[config.mk]
export PLATFORM = sky130hd
export DESIGN_NAME = tdpsc_core
export DESIGN_NICKNAME = d
export VERILOG_FILES = /design/src/hdl/tdpsc_pkg.sv /design/src/hdl/tdpsc_core.sv /design/src/hdl/tdpsc_buf2.sv
export SDC_FILE = /design/constraint.sdc
export NUM_CORES = 1
export LEC_CHECK = 0
export ABC_AREA = 1
export CORE_UTILIZATION = 40
export DETAILED_ROUTE_END_ITERATION = 7
export DONT_BUFFER_PORTS = 1
export PLACE_DENSITY_LB_ADDON = 0.15
export SLEW_MARGIN = 15
export SYNTH_ARGS = -nofsm -noshare
export SYNTH_HDL_FRONTEND = slang
export SYNTH_SLANG_ARGS = --single-unit
[constraint.sdc]
create_clock -name ref_clk -period 5 [get_ports ref_clk]
set_input_delay 0.75 -clock ref_clk [delete_from_list [all_inputs] [get_ports ref_clk]]
set_output_delay 0.75 -clock ref_clk [all_outputs]
set_load 0.02 [all_outputs]
[src/hdl/tdpsc_pkg.sv]
package tdpsc_pkg;

  // Master clock figures
  localparam real MCLK_MHZ = 100.0;
  localparam int SAMPLE_PERIOD_CLK = 16;
  localparam int ALIGN_FIRST_SAMPLE_CLK = 8;
  localparam int SAMPLE_TO_UPDATE_CLK = 4;
  localparam int ALIGN_SETTLE_CLK = 400;
  localparam int RESTART_HOLD_CLK = 2;
  localparam int POR_HOLD_CLK = 65536;
  localparam int ALIGN_LOW_MIN_CLK = 2;

  // Output mode encoding
  localparam logic [1:0] MODE_SINE = 2'h0;
  localparam logic [1:0] MODE_DC = 2'h1;
  localparam logic [1:0] MODE_PULSE = 2'h2;
  localparam logic [1:0] MODE_DIGITAL = 2'h3;

  // Defaults after reset
  localparam logic [2:0] ROUTE_DEFAULT = 3'h0;
  localparam logic [1:0] MODE_DEFAULT = MODE_SINE;
  localparam logic [2:0] RANGE_DEFAULT = 3'h0;
  localparam logic [4:0] PULSE_DEFAULT = 5'h00;

  // Switch element vector: bit0 S1 .. bit4 S5
  localparam int SWITCH_W = 5;

  typedef enum logic [2:0] {
    TDPSC_ST_RESET = 3'b001,
    TDPSC_ST_RUN = 3'b010,
    TDPSC_ST_SLEEP = 3'b100
  } tdpsc_state_type;

  typedef struct packed {
    logic [1:0] mode;
    logic [2:0] route_select;
    logic [2:0] analog_range_select;
    logic [4:0] first_pulse_level;
    logic [4:0] second_pulse_level;
  } tdpsc_cfg_type;

  typedef struct packed {
    logic zero;
    logic align;
    logic bit_val;
  } tdpsc_word_type;

  function automatic logic [SWITCH_W-1:0] route_decode(input logic [2:0] sel);
    case (sel)
      3'h1: route_decode = 5'h05;
      3'h2: route_decode = 5'h0A;
      3'h3: route_decode = 5'h03;
      3'h4: route_decode = 5'h0C;
      3'h5: route_decode = 5'h01;
      3'h6: route_decode = 5'h04;
      3'h7: route_decode = 5'h10;
      default: route_decode = 5'h00;
    endcase
  endfunction

endpackage

[src/hdl/tdpsc_core.sv]
`timescale 1ns/1ps
// Function
// - Gate pin low in sine, dc, pulse opens every switch.
// - Gate pin high in those modes passes route_select unchanged.
// - Power-down holds all switches open regardless of anything.
// - Digital mode takes the pin as a ones-density bitstream.
// - Bitstream sampled once every sixteen master clocks.
// - Digital mode output range comes from analog_range_select.
// - Align rise zeroes output, next sample eight edges later, then every 16.
// - Each sample reaches the output update four clocks later.
// - Output flagged settled 400 clocks after an align rise.
// - Sine mode align rise resets waveform to zero crossing next edge.
// - A late align edge may shift alignment one clock.
// - Pulse mode code from first level when align low, second when high.
// - Pulse code follows align level change on the next clock.
// - Sleep low enters power-down, tristates outputs, opens switch.
// - Leaving power-down performs a restart reset, without repeating power-on reset or default load.
// - Device stays in reset two clocks after sleep rises.
// - Power-on reset lasts 2^16 clocks with output held at zero.
// - After power-on reset defaults load: sine, switch off.
// - route_select maps to switch elements per fixed table.
// - Old switches open before new ones close.
module tdpsc_core #(
  parameter int POR_CYCLES = tdpsc_pkg::POR_HOLD_CLK
) (
  ref_clk,
  arst_n,
  clk_en,
  route_gate_or_bitstream_pin,
  align_input,
  sleep_or_restart_n,
  cfg,
  gen_ready,
  dac_code,
  dac_range,
  bit_valid,
  bit_value,
  wave_zero,
  out_settled,
  switch_ctrl,
  out_hiz,
  read_line_oe,
  in_reset,
  in_power_down,
  cfg_default_load
);
  import tdpsc_pkg::*;
  input wire logic ref_clk;
  input wire logic arst_n;
  input wire logic clk_en;
  input wire logic route_gate_or_bitstream_pin;
  input wire logic align_input;
  input wire logic sleep_or_restart_n;
  input wire tdpsc_pkg::tdpsc_cfg_type cfg;
  input wire logic gen_ready;
  output logic [4:0] dac_code;
  output logic [2:0] dac_range;
  output logic bit_valid;
  output logic bit_value;
  output logic wave_zero;
  output logic out_settled;
  output logic [4:0] switch_ctrl;
  output logic out_hiz;
  output logic read_line_oe;
  output logic in_reset;
  output logic in_power_down;
  output logic cfg_default_load;

  localparam logic [16:0] POR_LAST = 17'(POR_CYCLES - 1);
  localparam logic [3:0] SAMPLE_LAST = 4'(SAMPLE_PERIOD_CLK - 1);
  localparam logic [3:0] ALIGN_LOAD = 4'(SAMPLE_PERIOD_CLK - ALIGN_FIRST_SAMPLE_CLK + 1);
  localparam logic [8:0] SETTLE_LAST = 9'(ALIGN_SETTLE_CLK - 1);
  localparam logic [1:0] RST_LAST = 2'(RESTART_HOLD_CLK - 1);

  tdpsc_state_type state_q;
  logic [16:0] por_cnt_q;
  logic por_done_q;
  logic [1:0] rst_cnt_q;
  logic align_s1_q;
  logic align_s2_q;
  logic align_rise;
  logic [3:0] phase_q;
  logic [SAMPLE_TO_UPDATE_CLK-1:0] pipe_v_q;
  logic [SAMPLE_TO_UPDATE_CLK-1:0] pipe_b_q;
  logic [8:0] settle_q;
  logic [4:0] sw_target;
  logic [4:0] sw_q;
  logic [4:0] code_q;
  logic [2:0] range_q;
  logic zero_q;
  logic settled_q;
  logic hiz_q;
  logic rst_q;
  logic pd_q;
  logic dflt_q;
  logic oe_q;
  logic running;
  logic digital;
  tdpsc_word_type buf_in;
  tdpsc_word_type buf_out;
  logic buf_in_ready;
  logic buf_out_valid;
  logic vld_q;
  logic bit_q;

  assign running = (state_q == TDPSC_ST_RUN);
  assign digital = (cfg.mode == MODE_DIGITAL);

  ////////////////////////////////////////////////////////////////
  // Reset and power-down sequencing
  always_ff @(posedge ref_clk or negedge arst_n) begin
    if (!arst_n) begin
      state_q <= TDPSC_ST_RESET;
      por_cnt_q <= '0;
      por_done_q <= 1'b0;
      rst_cnt_q <= '0;
    end else if (clk_en) begin
      case (state_q)
        TDPSC_ST_RESET: begin
          if (!sleep_or_restart_n) begin
            state_q <= TDPSC_ST_SLEEP;
          end else if (!por_done_q) begin
            por_cnt_q <= por_cnt_q + 17'h00001;
            if (por_cnt_q == POR_LAST) begin
              por_done_q <= 1'b1;
              state_q <= TDPSC_ST_RUN;
            end
          end else begin
            rst_cnt_q <= rst_cnt_q + 2'h1;
            if (rst_cnt_q == RST_LAST) begin
              state_q <= TDPSC_ST_RUN;
            end
          end
        end
        TDPSC_ST_RUN: begin
          if (!sleep_or_restart_n) begin
            state_q <= TDPSC_ST_SLEEP;
          end
        end
        TDPSC_ST_SLEEP: begin
          if (sleep_or_restart_n) begin
            state_q <= TDPSC_ST_RESET;
            rst_cnt_q <= 2'h0;
          end
        end
        default: state_q <= TDPSC_ST_RESET;
      endcase
    end
  end

  always_ff @(posedge ref_clk or negedge arst_n) begin
    if (!arst_n) begin
      rst_q <= 1'b1;
      pd_q <= 1'b0;
      hiz_q <= 1'b1;
      dflt_q <= 1'b0;
      oe_q <= 1'b0;
    end else if (clk_en) begin
      rst_q <= !running;
      pd_q <= (state_q == TDPSC_ST_SLEEP);
      hiz_q <= (state_q == TDPSC_ST_SLEEP) || !sleep_or_restart_n;
      dflt_q <= (state_q == TDPSC_ST_RESET) && !por_done_q && (por_cnt_q == POR_LAST) && sleep_or_restart_n;
      oe_q <= (state_q != TDPSC_ST_SLEEP) && sleep_or_restart_n;
    end
  end

  ////////////////////////////////////////////////////////////////
  // Align edge detection
  always_ff @(posedge ref_clk or negedge arst_n) begin
    if (!arst_n) begin
      align_s1_q <= 1'b0;
      align_s2_q <= 1'b0;
    end else if (clk_en) begin
      align_s1_q <= align_input;
      align_s2_q <= align_s1_q;
    end
  end

  // One extra register stage absorbs a late edge
  assign align_rise = align_s1_q && !align_s2_q;

  ////////////////////////////////////////////////////////////////
  // Bitstream sampling
  always_ff @(posedge ref_clk or negedge arst_n) begin
    if (!arst_n) begin
      phase_q <= '0;
      pipe_v_q <= '0;
      pipe_b_q <= '0;
    end else if (clk_en) begin
      if (!running || !digital) begin
        phase_q <= '0;
        pipe_v_q <= '0;
      end else if (align_rise) begin
        phase_q <= ALIGN_LOAD;
        pipe_v_q <= '0;
      end else begin
        phase_q <= (phase_q == SAMPLE_LAST) ? 4'h0 : phase_q + 4'h1;
        pipe_v_q <= {pipe_v_q[SAMPLE_TO_UPDATE_CLK-2:0], phase_q == SAMPLE_LAST};
        pipe_b_q <= {pipe_b_q[SAMPLE_TO_UPDATE_CLK-2:0], route_gate_or_bitstream_pin};
      end
    end
  end

  assign buf_in.zero = 1'b0;
  assign buf_in.align = 1'b0;
  assign buf_in.bit_val = pipe_b_q[SAMPLE_TO_UPDATE_CLK-1];

  tdpsc_buf2 u_buf (
    .ref_clk(ref_clk),
    .arst_n(arst_n),
    .clk_en(clk_en),
    .clr(!running || align_rise),
    .in_valid(pipe_v_q[SAMPLE_TO_UPDATE_CLK-1]),
    .in_ready(buf_in_ready),
    .in_word(buf_in),
    .out_valid(buf_out_valid),
    .out_ready(gen_ready),
    .out_word(buf_out)
  );

  always_ff @(posedge ref_clk or negedge arst_n) begin
    if (!arst_n) begin
      vld_q <= 1'b0;
      bit_q <= 1'b0;
    end else if (clk_en) begin
      vld_q <= buf_out_valid && gen_ready && running;
      bit_q <= buf_out.bit_val;
    end
  end

  ////////////////////////////////////////////////////////////////
  // Settling and zeroing
  always_ff @(posedge ref_clk or negedge arst_n) begin
    if (!arst_n) begin
      settle_q <= '0;
      settled_q <= 1'b0;
      zero_q <= 1'b1;
    end else if (clk_en) begin
      zero_q <= !running || (align_rise && (digital || cfg.mode == MODE_SINE));
      if (!running || (digital && align_rise)) begin
        settle_q <= '0;
        settled_q <= !digital && running;
      end else if (digital && !settled_q) begin
        settle_q <= settle_q + 9'h001;
        settled_q <= (settle_q == SETTLE_LAST);
      end else begin
        settled_q <= 1'b1;
      end
    end
  end

  ////////////////////////////////////////////////////////////////
  // Code and range selection
  always_ff @(posedge ref_clk or negedge arst_n) begin
    if (!arst_n) begin
      code_q <= PULSE_DEFAULT;
      range_q <= RANGE_DEFAULT;
    end else if (clk_en) begin
      code_q <= align_input ? cfg.second_pulse_level : cfg.first_pulse_level;
      range_q <= cfg.analog_range_select;
    end
  end

  ////////////////////////////////////////////////////////////////
  // Output switch control
  always_comb begin
    sw_target = route_decode(cfg.route_select);
    if (!running || digital || !route_gate_or_bitstream_pin) begin
      sw_target = '0;
    end
  end

  always_ff @(posedge ref_clk or negedge arst_n) begin
    if (!arst_n) begin
      sw_q <= '0;
    end else if (clk_en) begin
      if ((sw_q & ~sw_target) != '0) begin
        sw_q <= sw_q & sw_target;
      end else begin
        sw_q <= sw_target;
      end
    end
  end

  assign dac_code = code_q;
  assign dac_range = range_q;
  assign bit_valid = vld_q;
  assign bit_value = bit_q;
  assign wave_zero = zero_q;
  assign out_settled = settled_q;
  assign switch_ctrl = sw_q;
  assign out_hiz = hiz_q;
  assign read_line_oe = oe_q;
  assign in_reset = rst_q;
  assign in_power_down = pd_q;
  assign cfg_default_load = dflt_q;
endmodule // tdpsc_core

[src/hdl/tdpsc_buf2.sv]
`timescale 1ns/1ps
module tdpsc_buf2 (
  ref_clk,
  arst_n,
  clk_en,
  clr,
  in_valid,
  in_ready,
  in_word,
  out_valid,
  out_ready,
  out_word
);
  import tdpsc_pkg::*;
  input wire logic ref_clk;
  input wire logic arst_n;
  input wire logic clk_en;
  input wire logic clr;
  input wire logic in_valid;
  output logic in_ready;
  input wire tdpsc_pkg::tdpsc_word_type in_word;
  output logic out_valid;
  input wire logic out_ready;
  output tdpsc_pkg::tdpsc_word_type out_word;

  tdpsc_word_type mem_q [2];
  logic rd_q;
  logic wr_q;
  logic [1:0] cnt_q;
  logic push;
  logic pop;

  assign in_ready = (cnt_q != 2'h2);
  assign out_valid = (cnt_q != 2'h0);
  assign out_word = mem_q[rd_q];
  assign push = in_valid && in_ready;
  assign pop = out_valid && out_ready;

  always_ff @(posedge ref_clk or negedge arst_n) begin
    if (!arst_n) begin
      rd_q <= 1'b0;
      wr_q <= 1'b0;
      cnt_q <= 2'h0;
      mem_q[0] <= '0;
      mem_q[1] <= '0;
    end else if (clk_en) begin
      if (clr) begin
        rd_q <= 1'b0;
        wr_q <= 1'b0;
        cnt_q <= 2'h0;
      end else begin
        if (push) begin
          mem_q[wr_q] <= in_word;
          wr_q <= ~wr_q;
        end
        if (pop) begin
          rd_q <= ~rd_q;
        end
        cnt_q <= cnt_q + {1'b0, push} - {1'b0, pop};
      end
    end
  end
endmodule // tdpsc_buf2

# Word-level counts from Yosys, hierarchy flattened

Cells that the tools add are included.

$add $sub $neg: 6
$lt $le $gt $ge: 3
Eq/ne operators: 23
Mux-type cells: 37
Bitwise logic cells: 11
Reductions and logical operators: 44

Operators with widths:

| operator                                        | count |
|---|---|
| case mux 5 bit (7 select lines)                 | 1 |
| two-way mux 3 bit                               | 7 |
| two-way mux 4 bit                               | 5 |
| two-way mux 9 bit                               | 2 |
| adder 17 x 1 -> 17 bit, second input constant   | 1 |
| == test 17 x 16 -> 1 bit, second input constant | 1 |
| == test 3 bit, second input constant            | 5 |
| two-way mux 5 bit                               | 3 |
| logical AND 1 bit                               | 13 |
| two-way mux 1 bit                               | 11 |
| bitwise AND 5 bit                               | 2 |
| != test 2 bit, second input constant            | 5 |
| AND reduction 5 bit                             | 2 |
| nonzero test 2 bit                              | 5 |
| adder 9 x 1 -> 9 bit, second input constant     | 1 |
| == test 3 x 2 -> 1 bit, second input constant   | 3 |
| == test 9 bit, second input constant            | 1 |
| case mux 3 bit (3 select lines)                 | 1 |
| AND reduction 3 bit                             | 3 |
| logical OR 1 bit                                | 8 |
| two-way mux 2 bit                               | 4 |
| zero test 1 bit                                 | 7 |
| bitwise mux 6 bit                               | 1 |
| == test 3 x 1 -> 1 bit, second input constant   | 2 |
| other kinds (21)                                | 30 |

Register bits after elaboration: 78
Input port bits: 25
Output and inout port bits: 22
Logic and storage cells: 155

# Logic depth before layout (Yosys ltp)

Depth in word-level cells: 9
Mapped depth: 12
Mapped depth without buffers: 12

# Modules after synthesis

From an unflattened synthesis, not the netlist that was laid out.

Cell total of the unflattened synthesis: 455
Area, all modules: 4005.1 µm²

Modules (own cells, without submodules):

| module     | times used | cells each | area each (µm²) |
|---|---|---|---|
| tdpsc_core | 1          | 379        | 3405.8 |
| tdpsc_buf2 | 1          | 76         | 599.3 |

# Worst setup path after synthesis

OpenSTA, ideal clock, no wires.

Path kind: register to register
From: reg por_cnt_q[0]
To: reg state_q[0]
Library setup time: 79 ps
Data arrival time: 1796 ps
Slack: 3125 ps
Cell stages (with the launch flop): 13
Buffers on the path: 0
Cells stage by stage: dfrtp_1 > ha_1 > nand3_1 > nor3_2 > nand4_1 > nor4_1 > ha_1 > nor2_1 > nand2_1 > o21ai_0 > a21oi_2 > nand3_1 > o21ai_0

Longest elaborated chain between the ends: 3

RTL lines:

| what                             | RTL line          | source |
|---|---|---|
| start: declaration               | tdpsc_core.sv:76  | `logic [16:0] por_cnt_q;` |
| start signal: assignment         | tdpsc_core.sv:123 | `por_cnt_q <= por_cnt_q + 17'h00001;` |
| == test 17 x 16 -> 1 bit         | tdpsc_core.sv:124 | `if (por_cnt_q == POR_LAST) begin` |
| != test 4 x 3 -> 1 bit (no line) | n/a               |  |
| AND reduction 5 bit (no line)    | n/a               |  |
| end signal: assignment           | tdpsc_core.sv:121 | `state_q <= TDPSC_ST_SLEEP;` |
| end signal: assignment           | tdpsc_core.sv:126 | `state_q <= TDPSC_ST_RUN;` |
| end signal: assignment           | tdpsc_core.sv:131 | `state_q <= TDPSC_ST_RUN;` |
| end: declaration                 | tdpsc_core.sv:75  | `tdpsc_state_type state_q;` |

No other way between the ends.
A chain may end at the register's enable or synchronous reset.

# Worst setup path after layout

Ends and elaborated chain as after synthesis.

==> metrics <==
status finished with violations; failing checks DRC; initial antenna violation count 0; Seq/Total Area, Yosys 50.1%; Non-Filler Instances 540; later-pin clock latency in the skew report 340 ps; Fillers 900; period utilization 42.8%; # H-tree levels 3; final setup violation count 0; Placer Congestion 0.864; synthesized area 3710 um^2; Max Freq 467 MHz; Worst-path clk slew 70 ps; CP Launch Type flip-flop; Hold WC Path Type in2async; Initial Util 41.9%; Max clock buf depth 2; TritonCTS clock tree yes; Hold Worst Slack 97.6 ps; Worst-Margin Slew 490 ps; dominant synthesized flop cell dfrtp_1; crit-path max cell delay 380 ps; synth warn 0; post-cts hold buffer count 0; Distinct cells, synth 45; Max Cap Viol 0; Slowest-stage cell, CP dfrtp_1; Die ar. 9660 um^2; Mapped Cells 424; # DRC 2; synthesized area per cell 8.75 um^2; Pwr Density 368 nW/um^2; setup TNS 0 ps; average wire per standard cell 12.8 um; vias in the first global route 2715; signal arrival time at the worst endpoint 2410 ps; fin util 45.4%; first-pass GRT wire length 12400 um; Post CTS Setup Buffer Count 0; commonest cells in the netlist 85 x nand2_1, 70 x dfrtp_1, 51 x inv_1; Buffers & Inverters on Critical Path 0; Area Growth Syn to Fin 8.26%; Routed Antenna Nets 0; area leader, netlist dfrtp_1; Slew HR 67.3%; DR vias/cell 5.04; synth top area cells dfrtp_1 47%, nand2_1 8.6%, o21ai_0 5.4%, inv_1 5.2%, nor2_1 4.0%; Critical Path, Cell by Cell ha_1 > nand3_1 > nor3_2 > nand4_1 > nor4_1 > ha_1 > nor2_1 > nand2_1 > o21ai_0 > a21oi_2 > nand3_1 > o21ai_0; critical path fanouts, max 6; WS Path Type reg2reg; core area 8850 um^2; final hold viol count 0; Max IR drop VDD 175 uV; Max Transition Viols Final 0; IO Port Bufs 0; CP top delay family simple AND/OR/NAND/NOR gates; ys async rst share 100%; Crit. End Element flip-flop; CTS buffer count 9; HPWL Detailed 4840 um; most common cell in the netlist nand2_1; leak pwr 1.89 nW; DRT iter0 DRCs 69; Root Driver clkbuf_8; chip width 98.3 um; Die Height 98.3 um; Total GRT Usage 16.2%; Post-synth EDFFs 0; DRT Pass-1 Iters 8; cell row count 34; n_diodes 0; skew final 9.55 ps; RSZ-0062 raised after global routing no; worst path required time 5270 ps; dpl cells 524; clk sinks 74; area share of the largest cell type after synthesis 47.2%; GR Overflow Total 0; Synth Net Count 457; fin nets 460; largest net degree at the start of global routing 75; layout cell share with drive strength beyond 1 11.3%; post-cts resize count 0; I/O pins 47; post-synthesis register bit count 74; Final min period 2140 ps; Routed WL 6930 um; via count 2724
area by class of cell:
| type | count | area (um^2) | share of cell area [%] |
|---|---|---|---|
| inverter | 61 | 230 | 5.73 |
| sequential | 74 | 1860 | 46.2 |
| tap | 108 | 135 | 3.36 |
| multi-input combinational | 281 | 1580 | 39.2 |
| clock buffer | 11 | 141 | 3.52 |
| clock inverter | 5 | 77.6 | 1.93 |
stage by stage:
stage                     setup slack (ps)  area [um^2]  power (mW)
after floorplan                       3120         3710       0.939
after global placement                2990         3800       0.979
final                                 2860         4020        1.48
after global routing                  2570         4020        1.57
after CTS                             2810         4020        1.50
after detailed placement              2880         3800       0.984
sequential cells by signal, indices dropped and copies added, names as in the netlist, 2 cells and up:
| signal | count |
|---|---|
| dac_range | 3 |
| por_cnt_q | 17 |
| rst_cnt_q | 2 |
| u_buf.mem_q | 2 |
| u_buf.cnt_q | 2 |
| state_q | 3 |
| dac_code | 5 |
| phase_q | 4 |
| switch_ctrl | 5 |
| pipe_v_q | 4 |
| pipe_b_q | 4 |
| settle_q | 9 |
cell families after synthesis:
group           share of synthesized area, %
simple gates                            22.4
compound gates                          11.6
flops                                   50.1
buf+inv                                 7.49
xor+xnor                                4.72
fa+ha+maj                               2.70
mux                                    0.978
final timing paths:
check                              start        endpoint  slack, ps  depth (start not counted)
hold / removal                    arst_n  switch_ctrl[1]        100                          0
setup reg to reg            por_cnt_q[0]      state_q[0]       2860                         12
setup / recovery            por_cnt_q[0]      state_q[0]       2860                         12
hold reg to reg            por_cnt_q[16]   por_cnt_q[16]        490                          2
max in group asynchronous         arst_n       wave_zero       4660                          0
min in group ref_clk       por_cnt_q[16]   por_cnt_q[16]        490                          2
metal layers:
metal  up-vias  wire length [um]  track usage (%)
li1       1383                 -                -
met1      1268              3300             20.4
met2        65              3170             26.3
met3         8               367             5.73
met4         0                89             5.17
met5         -                 0                0
layout by cell type (no fill, tap or decap), types with 4 or more instances in the layout:
master     n
dfstp_2    4
nand3_1   20
inv_1     51
xnor2_1    5
nor3_1     4
dfrtp_1   70
xor2_1    15
o21ai_0   40
nand4_1    5
inv_2      7
nand2_1   85
nor2_1    40
o31ai_1    4
a31oi_1    5
ha_1       8
o22ai_1    8
a21oi_1   13
clkbuf_8  10
power breakdown:
group	switching, mW	internal [mW]	total, mW
Sequential	0.0782	0.665	0.744
Clock	0.213	0.293	0.506
Combinational	0.150	0.0770	0.227
Note: power is estimated with default switching activity, not from simulation.
